File: src/rtl/pxa_pkg.sv
// pxa_pkg: constants, types and helpers for the proximity/aux converter config bank.
// assumes a single 40 MHz clock and an Avalon-MM host with 32-bit data.
// How it works
// - 3-bit gain exponent in bits 2:0 stretches emitter pulse and integration by 2^exp.
// - converter clock is divided by 2^exp: 0 gives /1, 4 gives /16, 5 gives /32.
// - sequencer does no protective check; any programmed gain is carried out.
// - bit 5 selects high signal range, effective gain reduced by 14.5.
// - bit 2 chooses raw converter (0) or normal proximity (1) measurement.
// - proximity range and mode register resets to 0x04.
// - ambient infrared selector 0x00 picks small, 0x03 large infrared photodiode.
// - auxiliary selector 0x65 is temperature, 0x75 supply voltage, ground referenced.
// - auxiliary input selector resets to 0x65, temperature.
// - code 0x06 selects no photodiode, the reference reading for ambient results.
package pxa_pkg;
  // register indices; byte address is four times the index
  localparam logic [5:0] IDX_GAIN = 6'h0b;
  localparam logic [5:0] IDX_MISC = 6'h0c;
  localparam logic [5:0] IDX_AMB_IR = 6'h0e;
  localparam logic [5:0] IDX_AUX = 6'h0f;
  localparam logic [5:0] IDX_STATUS = 6'h20;
  localparam logic [5:0] IDX_COUNT = 6'h21;
  // field positions
  localparam int GAIN_LSB = 0;
  localparam int GAIN_W = 3;
  localparam int MISC_RANGE_BIT = 5;
  localparam int MISC_MODE_BIT = 2;
  // reset values
  localparam logic [2:0] GAIN_RST = 3'h0;
  localparam logic [7:0] MISC_RST = 8'h04;
  localparam logic [7:0] AMB_IR_RST = 8'h00;
  localparam logic [7:0] AUX_RST = 8'h65;
  // converter input codes
  localparam logic [7:0] CODE_SMALL_IR = 8'h00;
  localparam logic [7:0] CODE_LARGE_IR = 8'h03;
  localparam logic [7:0] CODE_NO_PD = 8'h06;
  localparam logic [7:0] CODE_TEMP = 8'h65;
  localparam logic [7:0] CODE_VDD = 8'h75;
  // timing: base emitter pulse, counted in converter ticks at gain 0
  localparam int CLK_PERIOD_NS = 25;
  localparam int PULSE_NS = 25600;
  localparam int PULSE_TICKS = (PULSE_NS + CLK_PERIOD_NS - 1) / CLK_PERIOD_NS;
  localparam int TMR_W = 11;
  // avalon response codes
  localparam logic [1:0] RESP_OKAY = 2'h0;
  localparam logic [1:0] RESP_DECODE = 2'h3;

  typedef enum logic [1:0] {
    KIND_PROX,
    KIND_AMB_IR,
    KIND_AUX,
    KIND_REF
  } pxa_kind_t;

  // low-bit mask of the divider counter for a given exponent
  function automatic logic [6:0] gain_mask(input logic [2:0] exp_v);
    gain_mask = 7'(({7'h00, 1'b1} << exp_v) - 8'h01);
  endfunction
endpackage

File: src/rtl/pxa_tmr_if.sv
// pxa_tmr_if: carrier between the sequencer, converter clock divider and duration timer.
// assumes all three parties share the block clock.
`timescale 1ns/1ps
`default_nettype none
interface pxa_tmr_if;
  logic start;
  logic [2:0] gain;
  logic [pxa_pkg::TMR_W-1:0] len;
  logic tick;
  logic done;
  logic busy;
  modport seq (output start, output gain, output len, input tick, input done, input busy);
  modport div (input start, input gain, output tick);
  modport tmr (input start, input len, input tick, output done, output busy);
endinterface
`default_nettype wire

File: src/rtl/pxa_clk_div.sv
// pxa_clk_div: converter clock divider, one tick every 2^gain block clocks.
// assumes the gain holds steady between two starts.
`timescale 1ns/1ps
`default_nettype none
module pxa_clk_div (
  input wire logic i_clk,
  input wire logic i_rst_b,
  pxa_tmr_if.div tif
);
  import pxa_pkg::*;
  logic [6:0] cnt_q;

  // restart on start so the first tick lands a full period later
  always_ff @(posedge i_clk or negedge i_rst_b) begin
    if (!i_rst_b) begin
      cnt_q <= 7'h00;
    end else if (tif.start) begin
      cnt_q <= 7'h00;
    end else begin
      cnt_q <= 7'(cnt_q + 7'h01);
    end
  end

  // no ceiling on gain: codes above 5 divide further
  assign tif.tick = !tif.start && ((cnt_q & gain_mask(tif.gain)) == gain_mask(tif.gain));
endmodule
`default_nettype wire

File: src/rtl/pxa_config_bank.sv
// pxa_config_bank: converter configuration registers plus the measurement
// sequencer that applies them to proximity, ambient infrared and auxiliary runs.
// assumes an Avalon-MM master on byte addresses; only byte lane 0 carries data, except count bits 15:8 read on lane 1.
//
// Our own choice: the Avalon-MM slave port.
`timescale 1ns/1ps
`default_nettype none
module pxa_config_bank #(
  parameter int PULSE_LEN = pxa_pkg::PULSE_TICKS
) (
  input wire logic i_clk,
  input wire logic i_rst_b,
  input wire logic [7:0] i_avs_address,
  input wire logic i_avs_read,
  input wire logic i_avs_write,
  input wire logic [31:0] i_avs_writedata,
  input wire logic [3:0] i_avs_byteenable,
  output logic [31:0] o_avs_readdata,
  output logic o_avs_waitrequest,
  output logic [1:0] o_avs_response,
  input wire logic i_meas_req,
  input wire pxa_pkg::pxa_kind_t i_meas_kind,
  input wire logic [7:0] i_prox_input_code,
  output logic o_meas_ready,
  output logic o_meas_done,
  output logic [7:0] o_adc_input_code,
  output logic o_emitter_on,
  output logic o_adc_integrate,
  output logic o_adc_clk_tick,
  output logic o_high_range,
  output logic o_raw_mode,
  output logic [2:0] o_gain_exp
);
  import pxa_pkg::*;

  typedef enum logic [1:0] {
    PXA_IDLE,
    PXA_ARM,
    PXA_RUN,
    PXA_FIN
  } pxa_state_t;

  pxa_tmr_if tif ();

  // configuration storage, defined bits only
  logic [2:0] gain_q;
  logic range_q;
  logic mode_q;
  logic [7:0] amb_ir_q;
  logic [7:0] aux_q;

  // bus slave
  logic req;
  logic ack_q;
  logic [5:0] idx;
  logic hit;
  logic wr_en;
  logic [31:0] rdata_d;
  logic [31:0] rdata_q;
  logic [1:0] resp_q;

  // sequencer
  pxa_state_t state_q;
  pxa_state_t state_d;
  pxa_kind_t kind_q;
  logic [2:0] run_gain_q;
  logic run_raw_q;
  logic [7:0] code_q;
  logic emit_q;
  logic integ_q;
  logic range_run_q;
  logic done_q;
  logic start;
  logic [15:0] count_q;

  assign req = i_avs_read || i_avs_write;
  assign idx = i_avs_address[7:2];
  // one wait state: the answer stands at the edge after the first
  assign o_avs_waitrequest = req && !ack_q;
  assign wr_en = i_avs_write && ack_q && i_avs_byteenable[0];

  function automatic logic idx_known(input logic [5:0] a);
    idx_known = (a == IDX_GAIN) || (a == IDX_MISC) || (a == IDX_AMB_IR) ||
      (a == IDX_AUX) || (a == IDX_STATUS) || (a == IDX_COUNT);
  endfunction

  assign hit = idx_known(idx);

  always_ff @(posedge i_clk or negedge i_rst_b) begin
    if (!i_rst_b) begin
      ack_q <= 1'b0;
    end else begin
      ack_q <= req && !ack_q;
    end
  end

  // gain exponent, no upper clamp: the host owns the safe range
  always_ff @(posedge i_clk or negedge i_rst_b) begin
    if (!i_rst_b) begin
      gain_q <= GAIN_RST;
    end else if (wr_en && idx == IDX_GAIN) begin
      gain_q <= i_avs_writedata[GAIN_LSB +: GAIN_W];
    end
  end

  always_ff @(posedge i_clk or negedge i_rst_b) begin
    if (!i_rst_b) begin
      range_q <= MISC_RST[MISC_RANGE_BIT];
      mode_q <= MISC_RST[MISC_MODE_BIT];
    end else if (wr_en && idx == IDX_MISC) begin
      range_q <= i_avs_writedata[MISC_RANGE_BIT];
      mode_q <= i_avs_writedata[MISC_MODE_BIT];
    end
  end

  always_ff @(posedge i_clk or negedge i_rst_b) begin
    if (!i_rst_b) begin
      amb_ir_q <= AMB_IR_RST;
    end else if (wr_en && idx == IDX_AMB_IR) begin
      amb_ir_q <= i_avs_writedata[7:0];
    end
  end

  always_ff @(posedge i_clk or negedge i_rst_b) begin
    if (!i_rst_b) begin
      aux_q <= AUX_RST;
    end else if (wr_en && idx == IDX_AUX) begin
      aux_q <= i_avs_writedata[7:0];
    end
  end

  // read mux; reserved bits read zero, and so do upper lanes except count bits 15:8
  always_comb begin
    rdata_d = 32'h0000_0000;
    unique case (idx)
      IDX_GAIN: rdata_d[GAIN_LSB +: GAIN_W] = gain_q;
      IDX_MISC: begin
        rdata_d[MISC_RANGE_BIT] = range_q;
        rdata_d[MISC_MODE_BIT] = mode_q;
      end
      IDX_AMB_IR: rdata_d[7:0] = amb_ir_q;
      IDX_AUX: rdata_d[7:0] = aux_q;
      IDX_STATUS: rdata_d[7:0] = {1'b0, kind_q, state_q, emit_q, integ_q,
        tif.busy};
      IDX_COUNT: rdata_d[15:0] = count_q;
      default: rdata_d = 32'h0000_0000;
    endcase
  end

  always_ff @(posedge i_clk or negedge i_rst_b) begin
    if (!i_rst_b) begin
      rdata_q <= 32'h0000_0000;
      resp_q <= RESP_OKAY;
    end else if (req && !ack_q) begin
      rdata_q <= i_avs_read ? rdata_d : 32'h0000_0000;
      resp_q <= hit ? RESP_OKAY : RESP_DECODE;
    end
  end

  assign o_avs_readdata = rdata_q;
  assign o_avs_response = resp_q;

  // sequencer state
  assign o_meas_ready = (state_q == PXA_IDLE);
  assign start = (state_q == PXA_ARM);

  always_comb begin
    state_d = state_q;
    unique case (state_q)
      PXA_IDLE: if (i_meas_req) begin
        state_d = PXA_ARM;
      end
      PXA_ARM: state_d = PXA_RUN;
      PXA_RUN: if (tif.done) begin
        state_d = PXA_FIN;
      end
      PXA_FIN: state_d = PXA_IDLE;
    endcase
  end

  always_ff @(posedge i_clk or negedge i_rst_b) begin
    if (!i_rst_b) begin
      state_q <= PXA_IDLE;
    end else begin
      state_q <= state_d;
    end
  end

  // settings are captured at request so a mid-run write cannot tear a measurement
  always_ff @(posedge i_clk or negedge i_rst_b) begin
    if (!i_rst_b) begin
      kind_q <= KIND_PROX;
      run_gain_q <= GAIN_RST;
      run_raw_q <= 1'b0;
      range_run_q <= 1'b0;
      code_q <= AUX_RST;
    end else if (state_q == PXA_IDLE && i_meas_req) begin
      kind_q <= i_meas_kind;
      // only proximity runs take the exponent and range
      run_gain_q <= (i_meas_kind == KIND_PROX) ? gain_q : 3'h0;
      run_raw_q <= (i_meas_kind == KIND_PROX) && !mode_q;
      range_run_q <= (i_meas_kind == KIND_PROX) && range_q;
      unique case (i_meas_kind)
        KIND_PROX: code_q <= i_prox_input_code;
        KIND_AMB_IR: code_q <= amb_ir_q;
        KIND_AUX: code_q <= aux_q;
        KIND_REF: code_q <= CODE_NO_PD;
      endcase
    end
  end

  // timer drive: window length in converter ticks, stretched by the divider
  assign tif.start = start;
  assign tif.gain = run_gain_q;
  assign tif.len = TMR_W'(PULSE_LEN);

  pxa_clk_div u_div (
    .i_clk(i_clk),
    .i_rst_b(i_rst_b),
    .tif(tif.div)
  );

  pxa_timer u_tmr (
    .i_clk(i_clk),
    .i_rst_b(i_rst_b),
    .tif(tif.tmr)
  );

  // emitter only fires for normal proximity runs; raw mode just converts
  always_ff @(posedge i_clk or negedge i_rst_b) begin
    if (!i_rst_b) begin
      emit_q <= 1'b0;
      integ_q <= 1'b0;
    end else if (start) begin
      emit_q <= (kind_q == KIND_PROX) && !run_raw_q;
      integ_q <= 1'b1;
    end else if (tif.done) begin
      emit_q <= 1'b0;
      integ_q <= 1'b0;
    end
  end

  always_ff @(posedge i_clk or negedge i_rst_b) begin
    if (!i_rst_b) begin
      done_q <= 1'b0;
    end else begin
      done_q <= (state_q == PXA_RUN) && tif.done;
    end
  end

  // wraps silently; software reads it as a progress counter
  always_ff @(posedge i_clk or negedge i_rst_b) begin
    if (!i_rst_b) begin
      count_q <= 16'h0000;
    end else if ((state_q == PXA_RUN) && tif.done) begin
      count_q <= 16'(count_q + 16'h0001);
    end
  end

  always_ff @(posedge i_clk or negedge i_rst_b) begin
    if (!i_rst_b) begin
      o_adc_input_code <= AUX_RST;
      o_high_range <= 1'b0;
      o_raw_mode <= 1'b0;
      o_gain_exp <= GAIN_RST;
    end else begin
      o_adc_input_code <= code_q;
      o_high_range <= range_run_q;
      o_raw_mode <= run_raw_q;
      o_gain_exp <= run_gain_q;
    end
  end

  assign o_emitter_on = emit_q;
  assign o_adc_integrate = integ_q;
  // busy gate: at gain 0 the divider still ticks in the cycle done is reported
  assign o_adc_clk_tick = tif.tick && integ_q && tif.busy;
  assign o_meas_done = done_q;
endmodule
`default_nettype wire

File: src/rtl/pxa_timer.sv
// pxa_timer: counts converter ticks for one emitter pulse / integration window.
// assumes len is stable while start is high.
`timescale 1ns/1ps
`default_nettype none
module pxa_timer (
  input wire logic i_clk,
  input wire logic i_rst_b,
  pxa_tmr_if.tmr tif
);
  import pxa_pkg::*;
  logic [TMR_W-1:0] cnt_q;
  logic busy_q;
  logic done_q;

  always_ff @(posedge i_clk or negedge i_rst_b) begin
    if (!i_rst_b) begin
      cnt_q <= '0;
      busy_q <= 1'b0;
    end else if (tif.start) begin
      cnt_q <= tif.len;
      busy_q <= 1'b1;
    end else if (busy_q && tif.tick) begin
      cnt_q <= TMR_W'(cnt_q - 1'b1);
      if (cnt_q == TMR_W'(1)) begin
        busy_q <= 1'b0;
      end
    end
  end

  always_ff @(posedge i_clk or negedge i_rst_b) begin
    if (!i_rst_b) begin
      done_q <= 1'b0;
    end else begin
      done_q <= busy_q && tif.tick && (cnt_q == TMR_W'(1)) && !tif.start;
    end
  end

  assign tif.busy = busy_q;
  assign tif.done = done_q;
endmodule
`default_nettype wire

File: config.mk
export PLATFORM = sky130hd
export DESIGN_NAME = pxa_config_bank
export DESIGN_NICKNAME = d
export VERILOG_FILES = /design/src/rtl/pxa_pkg.sv /design/src/rtl/pxa_tmr_if.sv /design/src/rtl/pxa_clk_div.sv /design/src/rtl/pxa_config_bank.sv /design/src/rtl/pxa_timer.sv
export SDC_FILE = /design/constraint.sdc
export NUM_CORES = 1
export LEC_CHECK = 0
export BUFFER_PORTS_ARGS = -buffer_cell sky130_fd_sc_hd__buf_4
export CORE_UTILIZATION = 49
export DETAILED_ROUTE_END_ITERATION = 6
export GPL_ROUTABILITY_DRIVEN = 0
export PLACE_DENSITY = 0.84
export SLEW_MARGIN = 10
export SYNTH_ARGS = -nofsm -noshare
export SYNTH_HDL_FRONTEND = slang
export SYNTH_SLANG_ARGS = --single-unit
File: constraint.sdc
create_clock -name i_clk -period 1.9 [get_ports i_clk]
set_input_delay 0 -clock i_clk [delete_from_list [all_inputs] [get_ports i_clk]]
set_output_delay 0 -clock i_clk [all_outputs]
set_load 0.05 [all_outputs]
Word-level counts from Yosys, hierarchy flattened
Index checks and enable logic that the tools add are counted.
{"block": "totals", "regBits": 125, "in_bits": 59, "out_inout_bits": 53, "word_cells": 106}
{"block": "classes", "n_addsub": 4, "n_eq_ne": 16, "n_shift": 1, "muxes": 22, "bitwise": 1, "reduce_logical": 36}
{"op": "one-hot mux 8 bit (4 select lines)", "n": 1}
{"op": "equality test 6 x 4 -> 1 bit, second input constant", "n": 4}
{"op": "one-hot mux 2 bit (4 select lines)", "n": 3}
{"op": "2-to-1 mux 11 bit", "n": 2}
{"op": "logical AND 1 bit", "n": 18}
{"op": "adder 16 x 1 -> 16 bit, second input constant", "n": 1}
{"op": "2-to-1 mux 16 bit", "n": 1}
{"op": "equality test 6 bit, second input constant", "n": 2}
{"op": "equality test 11 x 1 -> 1 bit, second input constant", "n": 1}
{"op": "subtractor 11 x 1 -> 11 bit, second input constant", "n": 1}
{"op": "one-hot mux 2 bit (5 select lines)", "n": 1}
{"op": "equality test 2 bit, second input constant", "n": 4}
{"op": "2-to-1 mux 8 bit", "n": 1}
{"op": "adder 7 x 1 -> 7 bit, second input constant", "n": 1}
{"op": "AND 7 bit", "n": 1}
{"op": "equality test 7 bit", "n": 1}
{"op": "2-to-1 mux 7 bit", "n": 1}
{"op": "left shift 1 x 3 -> 7 bit, first input constant", "n": 1}
{"op": "subtractor 7 x 1 -> 7 bit, second input constant", "n": 1}
{"op": "zero test 2 bit", "n": 3}
{"op": "logical OR 1 bit", "n": 6}
{"op": "2-to-1 mux 1 bit", "n": 6}
{"op": "2-to-1 mux 2 bit", "n": 3}
{"op": "one-hot mux 1 bit (6 select lines)", "n": 1}
{"op": "8 further kinds", "n": 15}

Longest topological paths before layout
Gate-level depths: netlist of run 1.
{"block": "depth", "depth_word": 8, "ltp_mapped": 9, "depth_no_buf": 8}

Hierarchy
Synthesis of run 1 repeated with hierarchy kept, for this count alone.
{"block": "hier_totals", "hier_cells": 445, "area_unflattened_um2": 4994.8}
{"module": "pxa_config_bank", "n_inst": 1, "cells_each": 330, "area_each_um2": 3938.8, "seq_area_each_um2": 2218.4}
{"module": "pxa_timer", "n_inst": 1, "cells_each": 77, "area_each_um2": 706.9, "seq_area_each_um2": 325.3}
{"module": "pxa_clk_div", "n_inst": 1, "cells_each": 38, "area_each_um2": 349.1, "seq_area_each_um2": 175.2}

Least setup slack after synthesis of run 1
Ideal clock, no wire load.
{"block": "synth_timing", "path_type": "register -> output", "from": "register state_q[1]", "to": "output o_adc_clk_tick", "arrival_ns": 2.393, "required_ns": 1.900, "path_slack_ns": -0.493, "stages_incl_launch_ff": 9, "path_buffers": 3, "path_cell_list": "dfrtp_1 > inv_1 > ha_1 > clkbuf_1 > inv_1 > nand4_1 > buf_2 > buf_2 > nor3_1"}
{"block": "synth_between", "elab_chain_len": 5}
{"element": "start: declaration", "line": "pxa_config_bank.sv:63", "text": "pxa_state_t state_q;"}
{"element": "start signal: assignment", "line": "pxa_config_bank.sv:185", "text": "state_q <= state_d;"}
{"element": "equality test 2 x 1 -> 1 bit", "line": "pxa_config_bank.sv:165", "text": "assign start = (state_q == PXA_ARM);"}
{"element": "via start", "line": "pxa_config_bank.sv:73", "text": "logic start;"}
{"element": "zero test 1 bit", "line": "pxa_clk_div.sv:25", "text": "assign tif.tick = !tif.start && ((cnt_q & gain_mask(tif.gain)) == gain_mask(tif.gain));"}
{"element": "logical AND 1 bit", "line": "pxa_clk_div.sv:25"}
{"element": "logical AND 1 bit (2 in series)", "line": "pxa_config_bank.sv:277", "text": "assign o_adc_clk_tick = tif.tick && integ_q && tif.busy;"}
{"element": "end: declaration", "line": "pxa_config_bank.sv:29", "text": "output logic o_adc_clk_tick,"}
The timed path passes the listed nets, and every way through them passes these cells.

Worst setup path in the final report of run 1
{"block": "layout_timing", "from": "register u_tmr.cnt_q[5]", "to": "register u_tmr.cnt_q[9]"}
{"block": "layout_between", "elab_chain_len": 3}
{"element": "start: declaration", "line": "pxa_timer.sv:11", "text": "logic [TMR_W-1:0] cnt_q;"}
{"element": "start signal: assignment", "line": "pxa_timer.sv:20", "text": "cnt_q <= tif.len;"}
{"element": "start signal: assignment", "line": "pxa_timer.sv:23", "text": "cnt_q <= TMR_W'(cnt_q - 1'b1);"}
{"element": "subtractor 11 x 1 -> 11 bit", "line": "pxa_timer.sv:23"}
{"element": "2-to-1 mux 11 bit", "line": "pxa_timer.sv:22", "text": "end else if (busy_q && tif.tick) begin"}
{"element": "2-to-1 mux 11 bit", "line": "pxa_timer.sv:19", "text": "end else if (tif.start) begin"}
No other way between the ends. The select of a mux whose other input is x is not followed.
A chain may end at the register's enable or synchronous reset.

==> results_dict.tcl, run 1 <==
set metrics [dict create \
    avgViaCountPerCell 5.52 \
    gr-total-overflow 0 \
    antennaDiodeCount 0 \
    htree_levels 3 \
    cp-end-kind "flop" \
    syn_area_per_cell_um2 11.7 \
    ys_seq_area_share_pct 54.9 \
    fp.dieH_um 103 \
    grtUsageMet2_pct 35.7 \
    synth_ff_type "dfrtp_1" \
    nets 588 \
    slew_headroom_pct 50.6 \
    dp_cells 632 \
    drive_above_1_share_pct 33.2 \
    die_area_um2 10500 \
    finalWirelength_um 11000 \
    drc 0 \
    cp_max_fo 4 \
    worstSkewPairLatency_ns 0.37 \
    synth_largest_area_cell "dfrtp_1" \
    fin_ws_ns 0.0383 \
    synth_edf_count 0 \
    antenna_found_initial 0 \
    syn_inst 425 \
    synth.distinct_cells 55 \
    setup_viol 0 \
    finalSetupTns_ns 0 \
    start_kind "flop" \
    die_x_um 103 \
    synth-async-reset-ratio_pct 100 \
    ys_seq_elements 108 \
    p_per_area_nw_per_um2 675 \
    busiest_layer "met2" \
    portBuffers 66 \
    fin_crit_ns 1.86 \
    slew_violations 0 \
    wl_per_cell_um 16.7 \
    worstPathArrival_ns 2.11 \
    syn_area_um2 4960 \
    core_um2 9770 \
    drt_iter0_markers 209 \
    post-synth-top-count-cell "dfrtp_1" \
    holdWs_ns 0.00235 \
    start_util_pct 50.7 \
    rsz0062_at_grt "true" \
    synth.area.top_cells "dfrtp_1 48%, mux2_2 8.4%, dfstp_2 6.9%" \
    cap_violations 0 \
    yosysTopAreaCellShare_pct 48.0 \
    cts_buffers 9 \
    hold_depth 3 \
    drt_pass1_iterations 5 \
    hpwlAfterDp_um 7820 \
    hold_violations 0 \
    grt_pass1_wl_um 17600 \
    cts.root.buffer_cell "clkbuf_8" \
    clk_pin_slew_ns 0.10 \
    place_ws_ns 0.00996 \
    routed-via-count 3640 \
    crit_type "reg2reg" \
    finish.utilization_pct 61.5 \
    final_cells 660 \
    fillers 761 \
    grt_pass1_vias 3533 \
    ys_warn_count 0 \
    grt_util_met1_pct 29.8 \
    postLayoutCellArea_um2 6020 \
    status "finished clean" \
    boundaryPins 112 \
    skew_ns 0.0143 \
    grt_usage_pct 21.8 \
    crit_required_ns 2.15 \
    gr-usage-met3_pct 2.64 \
    max_freq_mhz 537 \
    reg2reg_depth 4 \
    fp-row-count 36 \
    cts_sinks 108 \
    cts_buffer_depth 2 \
    grt_max_degree 45 \
    p_leak_nw 2.88 \
    syn_to_final_growth_pct 21.4 \
    dpl_cell_area_um2 5690 \
    drtAntennaViolNets 0 \
    synthTopCellsByCount "95 x dfrtp_1, 37 x mux2_2, 29 x nand2_1, 27 x o21ai_0, 25 x nor2_1" \
    irDropWorstVdd_mv 0.373 \
    finalCritPeriodShare_pct 98.0 \
    hp-class "in2reg" \
    total_power_mw 4.06 \
    tritoncts "done" \
    worst_pin_slew_ns 0.741 \
]
[layout by cell type (no fill, tap or decap), types with 2 or more instances in the layout]
cell	netlist	layout
a21oi_1	9	9
a222oi_1	6	6
a22o_1	14	13
a22oi_1	4	4
and2_1	3	2
and3_1	4	3
buf_4	17	90
clkbuf_8	0	11
clkinvlp_4	0	2
conb_1	1	16
dfrtp_1	95	95
dfstp_2	13	13
dlygate4sd3_1	0	11
ha_1	7	7
inv_1	16	15
mux2_2	37	37
mux2i_1	8	8
nand2_1	29	29
nand2b_1	3	3
nand3_1	14	14
nand4_1	4	4
nor2_1	25	25
nor2b_1	5	5
nor3_1	4	3
nor3_4	1	2
nor4_1	4	3
nor4_2	3	4
o21ai_0	27	27
o22ai_1	4	4
o311ai_0	3	3
o31ai_1	2	2
o41ai_1	4	4
or3_1	5	5
xnor2_1	14	14
xor2_1	5	5
[flip-flops by register name, indices dropped and copies added (netlist names), 2 cells and up]
name / cells
count_q: 16
o_avs_readdata: 16
u_tmr.cnt_q: 11
amb_ir_q: 8
aux_q: 8
code_q: 8
o_adc_input_code: 8
u_div.cnt_q: 7
gain_q: 3
o_gain_exp: 3
run_gain_q: 3
kind_q: 2
state_q: 2
[where the power goes]
group	switching [mW]	internal [mW]	leakage [nW]	total, mW
logic	0.248	0.128	1.39	0.376
registers	0.0215	2.33	1.40	2.35
clock network	0.774	0.557	0.0892	1.33
[cell families after synthesis]
group	count (synthesis)	share of synthesized area, %
other cells	1	0.0757
compound gates	81	11.4
xor+xnor	19	3.36
fa+ha+maj	7	1.77
simple gates	116	13.3
mux	45	10.0
buf+inv	48	5.25
flops	108	54.9
[cell type report]
type | instances | area (um2) | share of cell area (%)
clock buffers | 12 | 155 | 2.58
clock inverters | 4 | 32.5 | 0.541
inverters | 16 | 60.1 | 0.998
multi-input cells | 284 | 2070 | 34.3
flip-flops and latches | 108 | 2720 | 45.2
well taps | 133 | 166 | 2.77
repair buffers | 103 | 817 | 13.6
[worst paths after layout]
path                                        to  slack (ns)           start
setup / recovery                u_tmr.cnt_q[9]        0.04  u_tmr.cnt_q[5]
hold / removal                      state_q[0]       0.002      i_meas_req
setup reg to reg                u_tmr.cnt_q[9]        0.04  u_tmr.cnt_q[5]
hold reg to reg            o_adc_input_code[0]        0.37       code_q[0]
max in group asynchronous            code_q[5]        1.20         i_rst_b
min in group asynchronous           count_q[8]        0.04         i_rst_b
[layer usage]
metal	vias up	wire [um]
met4	0	223
li1	1700	-
met3	17	453
met1	1818	4930
met5	-	0
met2	105	5420
[critical path: stages, from the launching register on]
cell and delay (ns):
dfrtp_1 0.42, or3_4 0.42, or4_4 0.49, o311ai_0 0.30, o41ai_1 0.13
[repair_timing]
item / CTS / global route
endpoints found under the hold margin: 117 / 0
buffers inserted: 0 / 1
hold buffers: 11 / 0
setup endpoints to repair: 0 / 9
resized for setup: 0 / 7
(Power assumes the default switching activity.)
==> inputs of run 2 (changes only) <==
- SETUP_SLACK_MARGIN: default -> 0.4
==> run 2 against run 1 <==
Net effect:
- utilization rose by 6.8 points
- worst hold slack improved by 0.015 ns
- register-to-register slack got worse by 0.02 ns
- critical path type unchanged
- largest power group unchanged
- highest routed layer unchanged
==> results_dict.tcl, run 2 (synthesis gave the netlist of run 1 again) <==
set metrics [dict create \
    status "finished clean" \
    dp_cells 623 \
    holdWs_ns 0.0174 \
    die_x_um 103 \
    clk_pin_slew_ns 0.11 \
    reg2reg_depth 4 \
    finalCritPeriodShare_pct 99.0 \
    postLayoutCellArea_um2 6680 \
    start_util_pct 50.7 \
    cts_buffers 9 \
    cap_violations 0 \
    start_kind "flop" \
    drtAntennaViolNets 0 \
    hpwlAfterDp_um 7720 \
    worstReg2RegStart "u_tmr.cnt_q[6]" \
    nets 610 \
    grt_max_degree 66 \
    timing.reg2reg.setup_slack_ns 0.02 \
    finalWirelength_um 13000 \
    wl_per_cell_um 19.1 \
    p_leak_nw 3.14 \
    drt_iter0_markers 314 \
    boundaryPins 112 \
    hold_violations 0 \
    irDropWorstVdd_mv 0.329 \
    fp-row-count 36 \
    fp.dieH_um 103 \
    gr-total-overflow 0 \
    p_per_area_nw_per_um2 615 \
    max_freq_mhz 532 \
    min_from "i_meas_kind[1]" \
    crit_type "reg2reg" \
    layout_commonest_cell "buf_4" \
    layout_common_cells "99 x buf_4, 94 x dfrtp_1, 27 x nand2_1, 27 x mux2_2, 24 x nor2_1" \
    grt_pass1_vias 3833 \
    drc 0 \
    rr_endpoint "u_tmr.cnt_q[9]" \
    final_cells 682 \
    grt_usage_pct 24.0 \
    cts.root.buffer_cell "clkbuf_8" \
    avgViaCountPerCell 5.72 \
    antennaDiodeCount 0 \
    routed-via-count 3900 \
    antenna_found_initial 0 \
    htree_levels 3 \
    cts_sinks 108 \
    worstPathArrival_ns 2.14 \
    slew_violations 0 \
    total_power_mw 4.10 \
    cp-end-kind "flop" \
    min_to "code_q[2]" \
    grt_pass1_wl_um 19000 \
    worst_pin_slew_ns 0.560 \
    syn_to_final_growth_pct 34.7 \
    cp_max_fo 3 \
    hold_depth 3 \
    fin_crit_ns 1.88 \
    portBuffers 66 \
    skew_ns 0.0122 \
    die_area_um2 10500 \
    finalSetupTns_ns 0 \
    slew_headroom_pct 62.5 \
    core_um2 9770 \
    rsz0062_at_grt "true" \
    tritoncts "done" \
    worstSkewPairLatency_ns 0.38 \
    crit_required_ns 2.15 \
    setup_viol 0 \
    cts_buffer_depth 2 \
    dpl_cell_area_um2 5720 \
    drive_above_1_share_pct 43.7 \
    hp-class "in2reg" \
    drt_pass1_iterations 7 \
]
==> run 2: changes by cell type in the layout (fill, tap and decap cells not counted), sizes merged <==
cell / change
dlymetal6s4s: +1
inv: +1
buf: +20
clkinvlp: -1
clkinv: +1
==> run 2: critical path: stages, from the launching register on <==
cell      delay, ns
dfrtp_1        0.43
or3_4          0.40
or4_4          0.52
o311ai_2       0.29
o41ai_2        0.14
==> run 2: report_power, final <==
group | leakage, nW | switching [mW] | internal [mW]
clock | 0.0920 | 0.808 | 0.533
sequential | 1.40 | 0.0243 | 2.33
combinational | 1.65 | 0.264 | 0.146
==> run 2: area by class of cell <==
cell class | count | area [um2]
Tap cell | 133 | 166
Clock buffer | 11 | 141
Multi-Input combinational cell | 284 | 2450
Clock inverter | 5 | 45.0
Fill cell | 659 | 3100
Sequential cell | 108 | 2720
Inverter | 16 | 72.6
Timing Repair Buffer | 125 | 1080
==> run 2: timing repair <==
action,in CTS,in global routing
setup buffers,18,10
resized for setup,41,41
endpoints found under the setup margin,49,50
cloned,2,1
hold buffers,12,0
pin swaps,11,10
endpoints found under the hold margin,129,0
==> run 2: metrics by stage <==
stage / worst slack [ns] / utilization [%]
floorplan: 0.181 / -
global placement: 0.141 / 58.5
detailed placement: 0.0824 / 58.5
CTS: 0.127 / 65.2
global route: -0.0776 / 68.3
finish: 0.0189 / 68.3
==> run 2: worst max path at each step <==
stage                    from  depth (start not counted)        endpoint  slack [ns]
2_1_floorplan      state_q[1]                          8  u_tmr.cnt_q[8]        0.18
3_3_place_gp    run_gain_q[1]                          6  u_tmr.cnt_q[8]        0.14
3_5_place_dp   u_tmr.cnt_q[5]                          4  u_tmr.cnt_q[9]        0.08
4_1_cts         run_gain_q[1]                          6  u_tmr.cnt_q[8]        0.13
5_1_grt        u_tmr.cnt_q[2]                          5  u_tmr.cnt_q[9]       -0.08
6_report       u_tmr.cnt_q[6]                          4  u_tmr.cnt_q[9]        0.02
==> run 2: per-layer routing <==
layer	share of wire [%]	global-route usage, %	wire length, um
met1	40	30.7	5190
met2	52	39.7	6730
met3	5.8	4.88	752
met4	2.6	10.3	337
met5	0	0	0
==> inputs of run 3 (changes only) <==
- CORE_MARGIN: default -> 4
==> run 3 against run 2 <==
Net effect:
- the flow now finishes with violations (setup timing)
- clock power barely moved
- clock skew barely moved
- register-to-register slack got worse by 0.03 ns
- largest power group unchanged
- fmax fell by 1.4%
- utilization rose by 1.2 points
- routed wire length rose by 5.7%
- critical path type unchanged
==> results_dict.tcl, run 3 (synthesis gave the netlist of run 1 again) <==
set metrics [dict create \
    fp.dieH_um 109 \
    finalSetupTns_ns -0.00729 \
    dpl_cell_area_um2 5690 \
    cpPeakStageDelay_ns 0.43 \
    drt_pass1_iterations 7 \
    tritoncts "done" \
    grt_pass1_wl_um 19900 \
    max_freq_mhz 524 \
    syn_to_final_growth_pct 37.6 \
    clockPowerShare_pct 32.7 \
    cp_max_fo 5 \
    portBuffers 66 \
    reg2reg_depth 8 \
    gr-total-overflow 0 \
    violations "setup timing" \
    avgViaCountPerCell 5.70 \
    die_x_um 109 \
    hold_violations 0 \
    start_kind "flop" \
    die_area_um2 11800 \
    p_int_mw 3.02 \
    crit_slowest_cell "dfrtp_1" \
    start_util_pct 50.5 \
    place_ws_ns 0.0348 \
    power_frac_comb_pct 10.2 \
    drive_above_1_share_pct 45.6 \
    skew_ns 0.0117 \
    antenna_found_initial 0 \
    htree_levels 3 \
    cts.root.buffer_cell "clkbuf_8" \
    pwr-share-seq_pct 57.1 \
    postLayoutCellArea_um2 6820 \
    critical-path-top-delay-family "compound AO/OA/AOI/OAI gates" \
    worst_pin_slew_ns 0.591 \
    p_per_area_nw_per_um2 604 \
    worstReg2RegStart "run_gain_q[1]" \
    crit_type "reg2reg" \
    setup_viol 1 \
    final_cells 692 \
    slew_violations 0 \
    cts_buffer_depth 2 \
    cts_sinks 108 \
    min_to "code_q[1]" \
    crit_required_ns 2.16 \
    finalWirelength_um 13700 \
    holdWs_ns 0.0302 \
    finalCritPeriodShare_pct 100 \
    routed-via-count 3943 \
    nets 620 \
    timing.reg2reg.setup_slack_ns -0.007 \
    boundaryPins 112 \
    cap_violations 0 \
    cts_buffers 9 \
    crit_buf_inv 3 \
    fin_ws_ns -0.00729 \
    worstSkewPairLatency_ns 0.38 \
    grt_max_degree 41 \
    fin_crit_ns 1.91 \
    crit_top_cell "buf_6" \
    slew_headroom_pct 60.5 \
    hpwlAfterDp_um 8120 \
    antennaDiodeCount 0 \
    drc 0 \
    worstPathArrival_ns 2.16 \
    layout_common_cells "101 x buf_4, 93 x dfrtp_1, 25 x nand2_1, 24 x mux2_2, 23 x nor2_1" \
    hp-class "in2reg" \
    sw_frac_of_total_pct 26.8 \
    status "finished with violations" \
    dp_cells 620 \
    fp-row-count 36 \
    path_cells "a21boi_2 > o21ai_1 > nand4_1 > buf_4 > buf_6 > buf_6 > o311ai_2 > o41ai_1" \
    min_from "i_prox_input_code[1]" \
    wl_per_cell_um 19.9 \
    cp-end-kind "flop" \
    p_sw_mw 1.10 \
    core_um2 9820 \
    clk_pin_slew_ns 0.11 \
    drt_iter0_markers 309 \
    layout_commonest_cell "buf_4" \
    drtAntennaViolNets 0 \
    p_leak_nw 3.20 \
    hold_depth 4 \
    grt_pass1_vias 3939 \
    rsz0062_at_grt "true" \
    rr_endpoint "u_tmr.cnt_q[2]" \
    irDropWorstVdd_mv 0.516 \
    grt_usage_pct 21.9 \
]
run 3: worst max path at each step:
stage                      to      startpoint  depth (start not counted)  slack [ns]
2_1_floorplan  u_tmr.cnt_q[8]      state_q[1]                          8        0.18
3_3_place_gp   u_tmr.cnt_q[9]  u_tmr.cnt_q[5]                          4        0.14
3_5_place_dp   u_tmr.cnt_q[7]   run_gain_q[1]                          5        0.03
4_1_cts        o_adc_clk_tick   run_gain_q[1]                          6        0.14
5_1_grt        u_tmr.cnt_q[1]   run_gain_q[1]                          8       -0.12
6_report       u_tmr.cnt_q[2]   run_gain_q[1]                          8      -0.007
run 3: power by group through the flow:
stage          Sequential [mW]  Clock (mW)  Combinational [mW]
2_1_floorplan             2.40           0               0.229
3_3_place_gp              2.39           0               0.354
3_5_place_dp              2.40           0               0.363
4_1_cts                   2.35        1.36               0.390
5_1_grt                   2.36        1.47               0.448
6_report                  2.35        1.35               0.421
run 3: layout make-up:
class | count | area, um2
repair buffers | 135 | 1160
inverters | 16 | 72.6
clock buffers | 11 | 141
flip-flops and latches | 108 | 2720
clock inverters | 5 | 43.8
fillers | 612 | 3000
multi-input cells | 284 | 2510
well taps | 133 | 166
run 3: metrics by stage:
| step | utilization (%) | total power, mW |
|---|---|---|
| floorplan | - | 2.63 |
| global placement | 57.9 | 2.75 |
| detailed placement | 57.9 | 2.76 |
| CTS | 65.6 | 4.10 |
| global route | 69.5 | 4.27 |
| finish | 69.5 | 4.12 |
run 3: per-layer routing:
| metal | vias to the layer above | track usage (%) | share of wire [%] |
|---|---|---|---|
| li1 | 1764 | - | - |
| met1 | 1988 | 27.6 | 39 |
| met2 | 147 | 36.3 | 51 |
| met3 | 44 | 4.36 | 5.9 |
| met4 | 0 | 10.5 | 3.4 |
| met5 | - | 0 | 0 |
run 3: repair_timing:
item / in CTS / in global routing
hold buffers: 12 / 2
pin swaps: 19 / 15
buffers inserted: 24 / 15
endpoints found under the setup margin: 42 / 61
cloned: 3 / 0
resized for setup: 61 / 53
endpoints found under the hold margin: 62 / 1
run 3: worst min-delay path: stages:
cell     delay (ns)
buf_4          0.08
mux2_2         0.13
o22ai_1        0.07
o21ai_1        0.11
